<file path="config.mk">
export PLATFORM = sky130hd
export DESIGN_NAME = pmgc_top
export DESIGN_NICKNAME = d
export VERILOG_FILES = /design/src/verilog/pmgc_pkg.sv /design/src/verilog/pmgc_top.sv
export SDC_FILE = /design/constraint.sdc
export NUM_CORES = 1
export LEC_CHECK = 0
export BUFFER_PORTS_ARGS = -buffer_cell sky130_fd_sc_hd__clkbuf_2
export CAP_MARGIN = 40
export CORE_MARGIN = 10
export CORE_UTILIZATION = 55
export CTS_CLUSTER_SIZE = 12
export DETAILED_ROUTE_END_ITERATION = 12
export PLACE_DENSITY = 0.82
export SLEW_MARGIN = 20
export SYNTH_ARGS = -nofsm -noshare
export SYNTH_HDL_FRONTEND = slang
export SYNTH_SLANG_ARGS = --single-unit
</file>
<file path="constraint.sdc">
create_clock -name clock_in -period 7 [get_ports clock_in]
set_clock_uncertainty 0.2 [all_clocks]
set_input_delay 0.7 -clock clock_in [delete_from_list [all_inputs] [get_ports clock_in]]
set_output_delay 0.7 -clock clock_in [all_outputs]
set_load 0.05 [all_outputs]
</file>
<file path="src/verilog/pmgc_pkg.sv">
// package: register map, field positions and reset values of the pll misc / gp clock block
package pmgc_pkg;
	// ----------------------------------------
	// register byte addresses
	// ----------------------------------------
	localparam logic [15:0] PMGC_GPC0_ADDR = 16'hf948;
	localparam logic [15:0] PMGC_GPC1_ADDR = 16'hf94c;
	localparam logic [15:0] PMGC_MISC_ADDR = 16'hf940;
	localparam logic [15:0] PMGC_SYSDIV_ADDR = 16'hf950;
	// ----------------------------------------
	// reset values
	// ----------------------------------------
	localparam logic [15:0] PMGC_GPC_RESET = 16'h0007;
	localparam logic [15:0] PMGC_MISC_RESET = 16'h0022;
	localparam logic [15:0] PMGC_SYSDIV_RESET = 16'h0000;
	// clock edges after reset release before the strap synchronisers hold pin values
	localparam int PMGC_STRAP_SETTLE = 2;
	// ----------------------------------------
	// misc control field positions
	// ----------------------------------------
	localparam int PMGC_STRAP_OVR_BIT = 15;
	localparam int PMGC_BUFFER_SUPPLY_EXTERNAL_BIT = 12;
	localparam int PMGC_BIAS_BIT = 11;
	localparam int PMGC_LOCK_BIT = 10;
	localparam int PMGC_POK_BIT = 9;
	localparam int PMGC_OFREQ_BIT = 8;
	localparam int PMGC_DIVTAB_BIT = 7;
	localparam int PMGC_FORCEON_BIT = 6;
	localparam int PMGC_REFSEL_LSB = 4;
	localparam int PMGC_INTYPE_BIT = 3;
	localparam int PMGC_MODE_LSB = 0;
	// ----------------------------------------
	// enumerations
	// ----------------------------------------
	typedef enum logic [2:0]
	{
		PMGC_SRC_QUARTER = 3'h5,
		PMGC_SRC_XO = 3'h6,
		PMGC_SRC_250 = 3'h7
	} pmgc_src_t;
	typedef enum logic [2:0]
	{
		PMGC_MODE_TEST = 3'h0,
		PMGC_MODE_APP_A = 3'h1,
		PMGC_MODE_APP_B = 3'h2,
		PMGC_MODE_APP_ONE = 3'h3,
		PMGC_MODE_PHY = 3'h4,
		PMGC_MODE_WIRELESS = 3'h5
	} pmgc_mode_t;
	typedef enum logic [1:0]
	{
		PMGC_REF_36 = 2'h0,
		PMGC_REF_40 = 2'h1,
		PMGC_REF_25 = 2'h2,
		PMGC_REF_125 = 2'h3
	} pmgc_ref_t;
	// effective pll configuration handed to the analog macro
	typedef struct packed
	{
		logic buffer_supply_external;
		logic bias_current_external;
		logic power_good_check_override;
		logic output_freq_table_select;
		logic use_pin_freq_select;
		logic divider_table_select;
		logic divider_chain_force_on;
		pmgc_ref_t ref_frequency_select;
		logic input_is_cmos;
		logic [2:0] pll_operating_mode;
		logic [5:0] mode_flags;
	} pmgc_pll_cfg_t;
	// strap pins captured once, on the third clock edge after reset release
	typedef struct packed
	{
		logic [1:0] crystal_strap;
		logic divider_table_strap;
	} pmgc_strap_t;
endpackage : pmgc_pkg

</file>
<file path="src/verilog/pmgc_top.sv">
// pll miscellaneous control and general-purpose clock selectors behind an avalon-mm slave
// Operation
// - strap override makes input type, frequency, divider table come from register
// - buffer supply select: 0 internal regulator, 1 external supply
// - bias current select: 0 internal, 1 external
// - lock force reports pll locked regardless of lock detector
// - power-good check active at 0, check module disabled at 1
// - output frequency bit 1 uses internal table, ignores pins; 0 register frequencies
// - divider table bit uses internal divider table, only under strap override
// - force-on powers up all divider chains, else mode-select table
// - input type 0 cml, 1 cmos, only under override, else 0
// - pll mode decode: test, app a, app b, app one, phy, wireless
// - gp selector: 101 quarter system clock, 110 crystal output, 111 divided 250 MHz
// - second gp selector register with identical layout at its own offset
// - 250 MHz path divided by 2*(divider+1) before the output
module pmgc_top
	import pmgc_pkg::*;
(
	input wire logic clock_in,
	input wire logic rst_in,
	input wire logic [15:0] avs_address_in,
	input wire logic avs_read_in,
	input wire logic avs_write_in,
	input wire logic [3:0] avs_byteenable_in,
	input wire logic [31:0] avs_writedata_in,
	input wire logic xo_clk_in,
	input wire logic two_fifty_mhz_clock_in,
	input wire logic pll_lock_detect_in,
	input wire logic [1:0] crystal_strap_in,
	input wire logic divider_table_strap_in,
	output logic [31:0] avs_readdata_out,
	output logic avs_waitrequest_out,
	output pmgc_pll_cfg_t pll_cfg_out,
	output logic pll_locked_out,
	output logic [1:0] gp_clock_out
);
	// ----------------------------------------
	// registers
	// ----------------------------------------
	logic [15:0] misc_reg;
	logic [15:0] gpc_reg [2];
	logic [15:0] sysdiv_reg;
	logic ack_reg;
	logic [31:0] rdata_reg;
	pmgc_strap_t strap_reg;
	logic strap_taken_reg;
	logic [1:0] strap_settle_reg;
	logic [1:0] strap_sync1_reg;
	logic [1:0] strap_sync2_reg;
	logic dts_sync1_reg;
	logic dts_sync2_reg;
	logic lock_sync1_reg;
	logic lock_sync2_reg;
	logic xo_sync1_reg;
	logic xo_sync2_reg;
	logic c250_sync1_reg;
	logic c250_sync2_reg;
	logic c250_prev_reg;
	logic [1:0] quarter_reg;
	logic [8:0] div_cnt_reg [2];
	logic [1:0] div_clk_reg;
	pmgc_pll_cfg_t cfg_next;
	logic req;

	// byte-lane merge shared by all writable registers
	function automatic logic [15:0] pmgc_merge(input logic [15:0] old, input logic [31:0] wd,
		input logic [3:0] be);
		logic [15:0] r;
		r = old;
		if (be[0])
		begin
			r[7:0] = wd[7:0];
		end
		if (be[1])
		begin
			r[15:8] = wd[15:8];
		end
		return r;
	endfunction

	// divided 250 MHz terminal count: half period is divider+1 sampled edges
	function automatic logic [8:0] pmgc_half(input logic [15:0] d);
		return {1'b0, d[7:0]};
	endfunction

	assign req = avs_read_in | avs_write_in;

	// ----------------------------------------
	// avalon slave: one wait cycle, then ack
	// ----------------------------------------
	// waitrequest is high until the ack cycle so the master holds its request
	always_ff @(posedge clock_in or posedge rst_in)
	begin
		if (rst_in)
		begin
			ack_reg <= 1'b0;
		end
		else
		begin
			ack_reg <= req & ~ack_reg;
		end
	end

	always_ff @(posedge clock_in or posedge rst_in)
	begin
		if (rst_in)
		begin
			avs_waitrequest_out <= 1'b1;
		end
		else
		begin
			avs_waitrequest_out <= ~(req & ~ack_reg);
		end
	end

	// register writes land at the ack edge only
	always_ff @(posedge clock_in or posedge rst_in)
	begin
		if (rst_in)
		begin
			misc_reg <= PMGC_MISC_RESET;
			gpc_reg[0] <= PMGC_GPC_RESET;
			gpc_reg[1] <= PMGC_GPC_RESET;
			sysdiv_reg <= PMGC_SYSDIV_RESET;
		end
		else if (avs_write_in && ack_reg)
		begin
			case (avs_address_in)
				PMGC_MISC_ADDR: misc_reg <= pmgc_merge(misc_reg, avs_writedata_in,
					avs_byteenable_in) & 16'h9fff; // bits 14:13 not held here
				PMGC_GPC0_ADDR: gpc_reg[0] <= pmgc_merge(gpc_reg[0], avs_writedata_in,
					avs_byteenable_in) & 16'h0007;
				PMGC_GPC1_ADDR: gpc_reg[1] <= pmgc_merge(gpc_reg[1], avs_writedata_in,
					avs_byteenable_in) & 16'h0007;
				PMGC_SYSDIV_ADDR: sysdiv_reg <= pmgc_merge(sysdiv_reg, avs_writedata_in,
					avs_byteenable_in) & 16'h00ff;
				default: ;
			endcase
		end
	end

	// read data is prepared in the wait cycle and stands with the ack
	always_ff @(posedge clock_in or posedge rst_in)
	begin
		if (rst_in)
		begin
			rdata_reg <= 32'h0000_0000;
		end
		else if (avs_read_in && !ack_reg)
		begin
			case (avs_address_in)
				PMGC_MISC_ADDR: rdata_reg <= {16'h0000, misc_reg};
				PMGC_GPC0_ADDR: rdata_reg <= {16'h0000, gpc_reg[0]};
				PMGC_GPC1_ADDR: rdata_reg <= {16'h0000, gpc_reg[1]};
				PMGC_SYSDIV_ADDR: rdata_reg <= {16'h0000, sysdiv_reg};
				default: rdata_reg <= 32'h0000_0000; // unmapped reads as zero
			endcase
		end
	end
	assign avs_readdata_out = rdata_reg;

	// ----------------------------------------
	// pin synchronisers and strap capture
	// ----------------------------------------
	always_ff @(posedge clock_in or posedge rst_in)
	begin
		if (rst_in)
		begin
			strap_sync1_reg <= 2'h0;
			strap_sync2_reg <= 2'h0;
			dts_sync1_reg <= 1'b0;
			dts_sync2_reg <= 1'b0;
			lock_sync1_reg <= 1'b0;
			lock_sync2_reg <= 1'b0;
		end
		else
		begin
			strap_sync1_reg <= crystal_strap_in;
			strap_sync2_reg <= strap_sync1_reg;
			dts_sync1_reg <= divider_table_strap_in;
			dts_sync2_reg <= dts_sync1_reg;
			lock_sync1_reg <= pll_lock_detect_in;
			lock_sync2_reg <= lock_sync1_reg;
		end
	end

	// clock pins are sampled as data through their own two stages; the gp
	// outputs only follow them at this clock's resolution
	always_ff @(posedge clock_in or posedge rst_in)
	begin
		if (rst_in)
		begin
			xo_sync1_reg <= 1'b0;
			xo_sync2_reg <= 1'b0;
			c250_sync1_reg <= 1'b0;
			c250_sync2_reg <= 1'b0;
		end
		else
		begin
			xo_sync1_reg <= xo_clk_in;
			xo_sync2_reg <= xo_sync1_reg;
			c250_sync1_reg <= two_fifty_mhz_clock_in;
			c250_sync2_reg <= c250_sync1_reg;
		end
	end

	// straps are caught once, after both synchroniser stages hold pin values;
	// capturing earlier would latch the synchronisers' reset zeros instead
	always_ff @(posedge clock_in or posedge rst_in)
	begin
		if (rst_in)
		begin
			strap_reg <= '0;
			strap_taken_reg <= 1'b0;
			strap_settle_reg <= 2'h0;
		end
		else if (!strap_taken_reg)
		begin
			if (strap_settle_reg == 2'(PMGC_STRAP_SETTLE))
			begin
				strap_reg <= {strap_sync2_reg, dts_sync2_reg};
				strap_taken_reg <= 1'b1;
			end
			else
			begin
				strap_settle_reg <= strap_settle_reg + 2'h1;
			end
		end
	end

	// ----------------------------------------
	// effective pll configuration
	// ----------------------------------------
	always_comb
	begin
		cfg_next = '0;
		cfg_next.buffer_supply_external = misc_reg[PMGC_BUFFER_SUPPLY_EXTERNAL_BIT];
		cfg_next.bias_current_external = misc_reg[PMGC_BIAS_BIT];
		cfg_next.power_good_check_override = misc_reg[PMGC_POK_BIT];
		cfg_next.output_freq_table_select = misc_reg[PMGC_OFREQ_BIT];
		cfg_next.use_pin_freq_select = 1'b0;
		cfg_next.divider_chain_force_on = misc_reg[PMGC_FORCEON_BIT];
		cfg_next.pll_operating_mode = misc_reg[PMGC_MODE_LSB +: 3];
		if (misc_reg[PMGC_STRAP_OVR_BIT])
		begin
			cfg_next.divider_table_select = misc_reg[PMGC_DIVTAB_BIT];
			cfg_next.ref_frequency_select = pmgc_ref_t'(misc_reg[PMGC_REFSEL_LSB +: 2]);
			cfg_next.input_is_cmos = misc_reg[PMGC_INTYPE_BIT];
		end
		else
		begin
			cfg_next.divider_table_select = strap_reg.divider_table_strap;
			cfg_next.ref_frequency_select = pmgc_ref_t'(strap_reg.crystal_strap);
			cfg_next.input_is_cmos = 1'b0;
		end
		// one-hot mode decode; undocumented codes leave all flags low
		case (pmgc_mode_t'(misc_reg[PMGC_MODE_LSB +: 3]))
			PMGC_MODE_TEST: cfg_next.mode_flags = 6'h01;
			PMGC_MODE_APP_A: cfg_next.mode_flags = 6'h02;
			PMGC_MODE_APP_B: cfg_next.mode_flags = 6'h04;
			PMGC_MODE_APP_ONE: cfg_next.mode_flags = 6'h08;
			PMGC_MODE_PHY: cfg_next.mode_flags = 6'h10;
			PMGC_MODE_WIRELESS: cfg_next.mode_flags = 6'h20;
			default: cfg_next.mode_flags = 6'h00;
		endcase
	end

	// configuration and lock status are registered toward the macro
	always_ff @(posedge clock_in or posedge rst_in)
	begin
		if (rst_in)
		begin
			pll_cfg_out <= '0;
			pll_locked_out <= 1'b0;
		end
		else
		begin
			pll_cfg_out <= cfg_next;
			pll_locked_out <= misc_reg[PMGC_LOCK_BIT] | lock_sync2_reg;
		end
	end

	// ----------------------------------------
	// general-purpose clock generation
	// ----------------------------------------
	// quarter system clock: 2-bit counter, top bit is a 25 percent-rate square
	always_ff @(posedge clock_in or posedge rst_in)
	begin
		if (rst_in)
		begin
			quarter_reg <= 2'h0;
			c250_prev_reg <= 1'b0;
		end
		else
		begin
			quarter_reg <= quarter_reg + 2'h1;
			c250_prev_reg <= c250_sync2_reg;
		end
	end

	// 250 MHz rising edges counted as sampled; a fast source aliases at this clock,
	// so the divided output is only exact when the source is slower than half clock_in
	for (genvar g = 0; g < 2; g++)
	begin : gen_div
		always_ff @(posedge clock_in or posedge rst_in)
		begin
			if (rst_in)
			begin
				div_cnt_reg[g] <= 9'h000;
				div_clk_reg[g] <= 1'b0;
			end
			else if (c250_sync2_reg && !c250_prev_reg)
			begin
				if (div_cnt_reg[g] >= pmgc_half(sysdiv_reg))
				begin
					div_cnt_reg[g] <= 9'h000;
					div_clk_reg[g] <= ~div_clk_reg[g];
				end
				else
				begin
					div_cnt_reg[g] <= div_cnt_reg[g] + 9'h001;
				end
			end
		end

		// output mux, registered so every output leaves a flip-flop
		always_ff @(posedge clock_in or posedge rst_in)
		begin
			if (rst_in)
			begin
				gp_clock_out[g] <= 1'b0;
			end
			else
			begin
				case (gpc_reg[g][2:0])
					PMGC_SRC_QUARTER: gp_clock_out[g] <= quarter_reg[1];
					PMGC_SRC_XO: gp_clock_out[g] <= xo_sync2_reg;
					PMGC_SRC_250: gp_clock_out[g] <= div_clk_reg[g];
					default: gp_clock_out[g] <= 1'b0;
				endcase
			end
		end
	end
endmodule // pmgc_top

</file>
-- Word-level counts from Yosys, hierarchy flattened
Index checks and enable logic that the tools add are counted.
- bits in registers: 124
- latch bits: 0
- RAM bits: 0
- ROM bits: 0
- bits of input ports: 62
- output and inout port bits: 55
- logic and storage cells: 97
- memories: 0
- add/subtract/negate cells: 4
- multiply operators: 0
- div/mod/pow operators: 0
- order comparisons: 2
- equality and inequality tests: 16
- shift operators: 0
- multiplexer cells: 10
- bitwise operators: 9
- reduce and logical (&&, ||, !) cells: 15
- operators by type and width (operator ; number):
    $eq 16x16->1 const B ; 4
    $pmux 16 s4 ; 1
    $pmux 6 s6 ; 1
    $eq 3x3->1 const B ; 8
    $add 9x1->9 const B ; 2
    $ge 9x8->1 ; 2
    $mux 9 ; 2
    $reduce_and 3->1 ; 5
    $reduce_and 2->1 ; 4
    $eq 3x2->1 const B ; 2
    $not 1->1 ; 6
    $pmux 1 s3 ; 2
    $add 2x1->2 const B ; 2
    $eq 3x1->1 const B ; 1
    $logic_and 1x1->1 ; 3
    $logic_not 3->1 ; 1
    $mux 1 ; 3
    $mux 3 ; 1
    $eq 2x2->1 const B ; 1
    $logic_not 1->1 ; 2
    $or 1x1->1 ; 2
    $and 1x1->1 ; 1

-- Longest topological paths before layout
Gate-level depths: netlist of run 1.
- depth in word-level cells: 3
- depth in mapped cells: 8
- gate-level depth less buffers: 7

-- Least setup slack after synthesis of run 1
OpenSTA, ideal clock, no wires.
- kind: input to register
- start: in avs_address_in[10]
- end: reg misc_reg[0]
- setup time: 0.125 ns
- arrival time: 1.934 ns
- required time: 6.675 ns
- slack: 4.742 ns
- stages on the path: 5
- buffers on the path: 0
- cell sequence: and4bb_2 nand4_2 or2_4 nor2_8 mux2_2
- cells in the longest elaborated chain, start to end: 2
- RTL lines (what ; line ; RTL):
    start, declared ; pmgc_top.sv:21 ; input wire logic [15:0] avs_address_in,
    $eq 16x16->1 ; pmgc_top.sv:128 ; case (avs_address_in)
    $reduce_and 3->1 (no line) ; - ;
    end signal, assigned ; pmgc_top.sv:129 ; PMGC_MISC_ADDR: misc_reg <= pmgc_merge(misc_reg, avs_writedata_in,
    end, declared ; pmgc_top.sv:40 ; logic [15:0] misc_reg;
Every way passes these cells.
A chain may end at the register's enable or synchronous reset.

-- Worst setup path after layout of run 1
- start: reg div_cnt_reg[0] (netlist name)
- end: reg div_clk_reg[1]
- cells in the longest elaborated chain, start to end: 2
- RTL lines (what ; line ; RTL):
    start, declared ; pmgc_top.sv:60 ; logic [8:0] div_cnt_reg [2];
    start signal, assigned by index ; pmgc_top.sv:321 ; div_cnt_reg[g] <= div_cnt_reg[g] + 9'h001;
    $ge 9x8->1 ; pmgc_top.sv:314 ; if (div_cnt_reg[g] >= pmgc_half(sysdiv_reg))
    $reduce_and 2->1 (no line) ; - ;
    end signal, assigned by index ; pmgc_top.sv:317 ; div_clk_reg[g] <= ~div_clk_reg[g];
    end, declared ; pmgc_top.sv:61 ; logic [1:0] div_clk_reg;
Every way passes these cells.

==> flow_summary.yaml, run 1 <==
floorplan:
  die_h_um: 112.5
  die_area_um2: 12650
  rows: 33
  ioPinCount: 117
  die_w_um: 112.5
  core-area_um2: 8258
  initial_core_util: 0.5695
yosys:
  synthFlopType: "dfrtp_1"
  synth_top_area_frac: 0.5161
  synth_cell_type_count: 52
  yosys.area.top_type: "dfrtp_1"
  synth_area_leaders: "dfrtp_1 52%, mux2_2 9.6%, ha_1 5.1%, dfstp_2 5.0%, buf_4 3.2%"
  syn_inst: 381
  synth-edff-count: 0
  yosysWarnings: 0
  ys_async_sr_fraction: 1.000
  synth_area_um2: 4703
  synth.avg_cell_area_um2: 12.34
  ys_seq_area_frac: 0.5664
  ys_ff_latch: 106
cts:
  clkSlewWorstSetupHoldPaths_ns: 0.10
  clk_latency_ns: 0.37
  hold_buffers: 0
  cts_setup_buffers: 0
  cts_tree: "yes"
  clk_path_buf_depth: 2
  clockRootBuffer: "clkbuf_8"
  cts-buffers-inserted: 9
  h-tree-depth: 3
  cts-resized-gates: 0
  clock-sinks: 106
finish:
  nets: 546
  area_growth_pct: 13.89
  fin_area_um2: 5356
  drive_above_1_share: 0.3362
  fill_cells: 652
  insertedDiodeCount: 0
worst_setup_path:
  worstSetupStartpointType: "flop"
  end_kind: "flop"
  critical_path.top_delay_family: "compound AO/OA/AOI/OAI gates"
  cp_slowest_cell: "o31ai_1"
  critPathBufInv: 1
  slowest_delay_ns: 0.52
  critPathKind: "reg -> reg"
  cp_max_fo: 7
  arrival_ns: 2.40
  worstPathCellList: "inv_1 -> ha_1 -> nand2b_1 -> a31oi_1 -> o31ai_1 -> and2_1 -> xor2_1"
  cp.required_ns: 7.09
placement:
  pre_cts_slack_ns: 4.402
  place.gp.congestion: 0.8211
  post-dp-hpwl_mm: 7.533
  numPortBuffers: 77
  place_area_um2: 5154
routing:
  first_iter_violations: 120
  wl_per_cell_um: 16.91
  via_per_inst: 5.383
  vias: 3095
  finalWirelength_mm: 9.723
  drc: 0
  dr.pass1.iters: 4
  ant_nets: 0
sta:
  max_slew_margin: 0.4668
  fin_crit_ns: 2.314
  rsz0062_at_grt: "false"
  finalHoldViolations: 0
  worst_slack_ns: 4.686
  setup_tns_ns: 0
  slew_viol_final: 0
  setup_viol: 0
  fmax_ghz: 0.4321
  timing.hold.ws_ns: 0.04452
  worstMarginPinSlew_ns: 0.7925
  fin_crit_sh: 0.3306
power:
  power_density_nw_per_um2: 204.0
  p_total_mw: 1.093
  ir_drop_mv: 0.1557
  leakagePower_nw: 2.699
min_path:
  hold_class: "in -> async"
global_route:
  grt.total_usage: 0.1543
  grt-ovfl-total: 0
  grt_pass1_vias: 3332
  grt_max_degree: 59
  grt_pass1_wl_mm: 16.24
  antenna_found_initial: 0
run:
  maxCapViolations: 0
run_status:
  status: "finished clean"
report_power, final:
group          switching, mW  leakage [nW]  internal, mW
registers            0.00786          1.38         0.626
logic                 0.0622          1.24        0.0214
clock network          0.207        0.0877         0.168
total                  0.277          2.70         0.815
Yosys cell counts, types with 6 or more instances:
| library cell | number |
|---|---|
| buf_4 | 20 |
| a22o_1 | 9 |
| nor2b_1 | 6 |
| dfstp_2 | 9 |
| nand3_1 | 9 |
| inv_1 | 16 |
| xor2_1 | 9 |
| dfrtp_1 | 97 |
| nor2_1 | 23 |
| nand2_1 | 28 |
| ha_1 | 19 |
| o21ai_0 | 15 |
| mux2_2 | 40 |
layout by cell type, fill, tap and decap left out, types with 3 or more instances in the layout:
master,synthesis,final
inv_1,16,15
nor2_1,23,23
mux2_2,40,40
a22oi_1,3,3
ha_1,19,19
xor2_1,9,9
dfstp_2,9,9
clkbuf_2,0,77
dfrtp_1,97,97
nand2_1,28,28
clkbuf_8,0,9
nand4_1,4,4
nand2b_1,5,5
a22o_1,9,9
nand3_1,9,9
and2_1,4,4
conb_1,1,19
nor2b_1,6,6
a21oi_1,4,4
xnor2_1,5,5
o21ai_0,15,15
a221oi_1,3,3
and4_1,3,3
nor3b_1,3,3
and3_1,4,4
clkinvlp_4,0,3
mux2i_1,5,5
layout make-up:
cell class	count	area [um2]	area share
tap	105	131.4	0.02453
multi-input combinational	252	1876	0.3502
sequential	106	2664	0.4973
clock buffer	11	131.4	0.02453
clock inverter	5	63.81	0.01191
inverter	16	62.56	0.01168
timing repair buffer	80	427.9	0.07989
stage by stage:
step / cells / util
after global routing: 575 / 0.6486
after detailed placement: 558 / 0.6241
after floorplan: 399 / -
after CTS: 574 / 0.6477
final: 575 / 0.6486
after global placement: 557 / 0.6208
final timing paths:
| check | slack (ns) | cells past startpoint | end | startpoint |
|---|---|---|---|---|
| setup / recovery | 4.69 | 7 | div_clk_reg[1] | div_cnt_reg[0] |
| hold / removal | 0.04 | 2 | c250_sync1_reg | rst_in |
| setup reg to reg | 4.69 | 7 | div_clk_reg[1] | div_cnt_reg[0] |
| hold reg to reg | 0.15 | 0 | c250_sync2_reg | c250_sync1_reg |
| max in group asynchronous | 5.54 | 4 | gpc_reg[16] | rst_in |
| min in group clock_in | 0.15 | 0 | c250_sync2_reg | c250_sync1_reg |
cell families (layout without fill, tap and decap cells):
logic type / Yosys count / after routing / share of synthesized area
AND/OR/NAND/NOR: 111 / 111 / 0.1362
flip-flops: 106 / 106 / 0.5664
XOR/XNOR: 14 / 14 / 0.02607
AO/OA/AOI/OAI: 44 / 44 / 0.06438
multiplexers: 45 / 45 / 0.1064
buffers and inverters: 41 / 112 / 0.04921
other: 1 / 19 / 0.0007973
adder cells (fa/ha/maj): 19 / 19 / 0.05055
per-layer routing:
| layer | vias to the layer above | wire [um] | global-route usage |
|---|---|---|---|
| met2 | 85 | 5036 | 0.2634 |
| met3 | 8 | 787 | 0.06283 |
| met1 | 1544 | 3805 | 0.1757 |
| met4 | 0 | 94 | 0.03892 |
| li1 | 1458 | - | - |
| met5 | - | 0 | 0 |
No activity file was read; power rests on OpenSTA's default activity.
==> run 2, diff against run 1 <==
Settings changed: CORE_UTILIZATION 55 to 53, PLACE_DENSITY 0.82 to 0.79.
Clock period 7 ns to 2.34 ns, I/O delays scaled along.
==> flow_summary.yaml, run 2 (same netlist as run 1, synthesis figures left out) <==
run_status:
  status: "finished clean"
floorplan:
  core-area_um2: 8678
  initial_core_util: 0.5420
  ioPinCount: 117
  die_area_um2: 13040
  die_h_um: 114.2
  rows: 34
  die_w_um: 114.2
routing:
  first_iter_violations: 168
  drc: 0
  finalWirelength_mm: 10.04
  wl_per_cell_um: 16.56
  via_per_inst: 5.281
  vias: 3200
  dr.pass1.iters: 4
  ant_nets: 0
placement:
  pre_cts_slack_ns: 0.07330
  numPortBuffers: 77
  place_area_um2: 5209
  dp.cells: 567
  place.gp.congestion: 0.8555
  post-dp-hpwl_mm: 7.360
worst_setup_path:
  r2r_start: "sysdiv_reg[4]"
  critPathBufInv: 2
  ff2ff_setup_slack_ns: 0.19
  worstSetupStartpointType: "flop"
  end_kind: "flop"
  rr_endpoint: "div_clk_reg[0]"
  slowest_delay_ns: 0.39
  worstPathCellList: "inv_1 -> ha_1 -> a21oi_1 -> o221a_2 -> o31ai_1 -> buf_4 -> and2_0 -> xor2_1"
  critical_path.top_delay_family: "compound AO/OA/AOI/OAI gates"
  cp_slowest_cell: "dfrtp_1"
  r2r_cells: 8
  cp_max_fo: 6
  cp.required_ns: 2.39
  arrival_ns: 2.20
  critPathKind: "reg -> reg"
finish:
  area_growth_pct: 19.69
  fin_area_um2: 5629
  final_cells: 606
  drive_above_1_share: 0.3333
  insertedDiodeCount: 0
  layout_commonest_cell: "dfrtp_1"
  nets: 574
  final_core_util: 0.6486
  final_cell_mix: "97 x dfrtp_1, 77 x clkbuf_2, 40 x mux2_2"
cts:
  cts-buffers-inserted: 9
  clk_path_buf_depth: 2
  clockRootBuffer: "clkbuf_8"
  clkSlewWorstSetupHoldPaths_ns: 0.10
  cts_tree: "yes"
  h-tree-depth: 3
  cts_setup_buffers: 0
  clock-sinks: 106
  clk_latency_ns: 0.37
global_route:
  grt_pass1_wl_mm: 16.76
  grt-ovfl-total: 0
  grt_pass1_vias: 3412
  antenna_found_initial: 0
  grt_max_degree: 59
  grt.total_usage: 0.1563
sta:
  finalHoldViolations: 0
  slew_viol_final: 0
  fmax_ghz: 0.4648
  setup_viol: 0
  setup_tns_ns: 0
  max_slew_margin: 0.5879
  fin_crit_sh: 0.9195
  timing.hold.ws_ns: 0.04900
  fin_crit_ns: 2.152
  worst_slack_ns: 0.1885
  rsz0062_at_grt: "false"
  worstMarginPinSlew_ns: 0.6126
power:
  ir_drop_mv: 0.4233
  power_density_nw_per_um2: 577.0
  leakagePower_nw: 2.831
  p_total_mw: 3.248
run:
  maxCapViolations: 0
min_path:
  whs_path_depth: 4
  hold_class: "in -> reg"
  min_to: "avs_readdata_out[1]"
  hp-start: "avs_address_in[3]"
run 2: changes by cell type in the layout (fill, tap and decap cells not counted), moves of 2 or more:
cell	previous run	this run
clkbuf_1	2	0
inv_6	0	2
dlygate4sd3_1	0	23
clkinv_2	0	2
clkinvlp_4	3	1
buf_12	0	2
buf_4	1	6
run 2: routing by layer:
metal | up-vias | routed length, um | GRT usage
met4 | 0 | 111 | 0.05430
li1 | 1511 | - | -
met2 | 84 | 5072 | 0.2555
met3 | 10 | 779 | 0.05922
met1 | 1595 | 4074 | 0.1845
met5 | - | 0 | 0
run 2: cell type report:
class	count	area (um2)
Fill cell	685	3049
Sequential cell	106	2664
Multi-Input combinational cell	252	1881
Timing Repair Buffer	108	700.7
Clock buffer	10	137.6
Tap cell	108	135.1
Inverter	16	63.81
Clock inverter	6	47.55
run 2: how the worst max path moves through the flow:
stage                          from             end  slack, ns  cells after the start
finish                sysdiv_reg[4]  div_clk_reg[0]       0.19                      8
global route          sysdiv_reg[4]  div_clk_reg[0]       0.05                      8
CTS                  div_cnt_reg[0]  div_clk_reg[1]       0.05                      7
detailed placement   div_cnt_reg[0]  div_clk_reg[1]       0.07                      7
global placement     div_cnt_reg[0]  div_clk_reg[1]       0.16                      7
floorplan           div_cnt_reg[11]  div_cnt_reg[9]       0.40                      6
run 2: tightest hold or removal path: stages:
cell	delay [ns]
clkbuf_2	0.12
nor4_2	0.08
nand2_1	0.06
a22oi_1	0.08
run 2: report_power, final:
part           total [mW]  internal, mW  switching [mW]
clock                1.06         0.430           0.633
combinational       0.287        0.0930           0.194
sequential           1.90          1.87          0.0272
total                3.25          2.39           0.854
run 2: timing repair:
| item | 4_1_cts | 5_1_grt |
|---|---|---|
| endpoints found under the hold margin | 134 | 0 |
| endpoints found under the setup margin | 0 | 7 |
| hold buffers | 23 | 0 |
| gates resized for setup | 0 | 1 |
==> run 3, diff against run 2 <==
Settings changed: MAX_ROUTING_LAYER from default to met4.
==> flow_summary.yaml, run 3 (same netlist as run 1, synthesis figures left out) <==
floorplan:
  ioPinCount: 117
  die_w_um: 114.2
  die_area_um2: 13040
  rows: 34
  initial_core_util: 0.5420
  die_h_um: 114.2
  core-area_um2: 8678
power:
  p_total_mw: 3.250
  leakagePower_nw: 2.831
  power_density_nw_per_um2: 577.3
  ir_drop_mv: 0.4236
global_route:
  grt-ovfl-total: 0
  antenna_found_initial: 0
  grt.total_usage: 0.1610
  grt_max_degree: 59
  grt_pass1_wl_mm: 16.74
  grt_pass1_vias: 3420
min_path:
  hp-start: "avs_address_in[3]"
  whs_path_depth: 4
  min_to: "avs_readdata_out[1]"
  hold_class: "in -> reg"
cts:
  clk_path_buf_depth: 2
  clkSlewWorstSetupHoldPaths_ns: 0.10
  clockRootBuffer: "clkbuf_8"
  cts_tree: "yes"
  clk_latency_ns: 0.37
  cts-buffers-inserted: 9
  clock-sinks: 106
  h-tree-depth: 3
  cts_setup_buffers: 0
routing:
  ant_nets: 0
  finalWirelength_mm: 9.966
  wl_per_cell_um: 16.45
  dr.pass1.iters: 5
  vias: 3208
  first_iter_violations: 190
  drc: 0
  via_per_inst: 5.294
finish:
  drive_above_1_share: 0.3333
  area_growth_pct: 19.69
  layout_commonest_cell: "dfrtp_1"
  final_cell_mix: "97 x dfrtp_1, 77 x clkbuf_2, 40 x mux2_2"
  multi_input_area_um2: 1881
  seq_area_um2: 2664
  nets: 574
  final_core_util: 0.6486
  fill_cells: 685
  insertedDiodeCount: 0
worst_setup_path:
  ff2ff_setup_slack_ns: 0.19
  worstSetupStartpointType: "flop"
  critPathBufInv: 2
  r2r_start: "sysdiv_reg[4]"
  r2r_cells: 8
  arrival_ns: 2.19
  worstPathCellList: "inv_1 -> ha_1 -> a21oi_1 -> o221a_2 -> o31ai_1 -> buf_4 -> and2_0 -> xor2_1"
  critical_path.top_delay_family: "compound AO/OA/AOI/OAI gates"
  rr_endpoint: "div_clk_reg[0]"
  cp_max_fo: 6
  cp_slowest_cell: "dfrtp_1"
  cp.depth: 8
  critPathKind: "reg -> reg"
  cp.required_ns: 2.39
  slowest_delay_ns: 0.39
  end_kind: "flop"
sta:
  fmax_ghz: 0.4660
  setup_tns_ns: 0
  rsz0062_at_grt: "false"
  finalHoldViolations: 0
  fin_crit_ns: 2.146
  slew_viol_final: 0
  worstMarginPinSlew_ns: 0.5878
  fin_crit_sh: 0.9171
  timing.hold.ws_ns: 0.04995
  setup_viol: 0
  max_slew_margin: 0.6045
placement:
  post-dp-hpwl_mm: 7.360
  numPortBuffers: 77
  place.gp.congestion: 0.8691
run_status:
  status: "finished clean"
run:
  maxCapViolations: 0
==> run 3: worst max path at each step <==
stage	from	end
final	sysdiv_reg[4]	div_clk_reg[0]
after global routing	sysdiv_reg[4]	div_clk_reg[0]
after CTS	div_cnt_reg[0]	div_clk_reg[1]
after detailed placement	div_cnt_reg[0]	div_clk_reg[1]
after global placement	div_cnt_reg[0]	div_clk_reg[1]
after floorplan	div_cnt_reg[11]	div_cnt_reg[9]
==> run 3: area by class of cell <==
type / instances / area share
Clock inverter: 6 / 0.008446
Timing Repair Buffer: 108 / 0.1245
Multi-Input combinational cell: 252 / 0.3341
Tap cell: 108 / 0.02401
Sequential cell: 106 / 0.4732
Clock buffer: 10 / 0.02445
Inverter: 16 / 0.01134
==> run 3: power breakdown <==
part / switching (mW) / total, mW / internal (mW)
Combinational: 0.193 / 0.286 / 0.0929
Clock: 0.633 / 1.06 / 0.430
Sequential: 0.0283 / 1.90 / 1.87
Total: 0.855 / 3.25 / 2.39
==> run 3: worst reg2reg max path: stages (launching register included) <==
cell and delay, ns:
dfrtp_1 0.39, inv_1 0.09, ha_1 0.33, a21oi_1 0.18, o221a_2 0.20, o31ai_1 0.06, buf_4 0.15, and2_0 0.24
xor2_1 0.18
==> run 3: per-layer routing <==
metal | global-route usage | share of wire | routed length, um
met4 | 0.05180 | 0.021 | 206
met2 | 0.2551 | 0.50 | 4966
met5 | - | 0 | 0
met1 | 0.1891 | 0.41 | 4084
met3 | 0.05503 | 0.071 | 709
==> run 3: metrics by stage <==
step / instances / cell area (um2) / setup WS [ns]
detailed placement: 567 / 5209 / 0.07330
global route: 606 / 5629 / 0.05698
floorplan: 399 / 4775 / 0.4010
finish: 606 / 5629 / 0.1939
global placement: 567 / 5209 / 0.1572
CTS: 606 / 5624 / 0.05427
==> run 3: what timing repair did <==
item / in CTS / in global routing
endpoints found under the setup margin: 0 / 7
gates resized for setup: 0 / 1
endpoints found under the hold margin: 134 / 0
hold buffers: 23 / 0
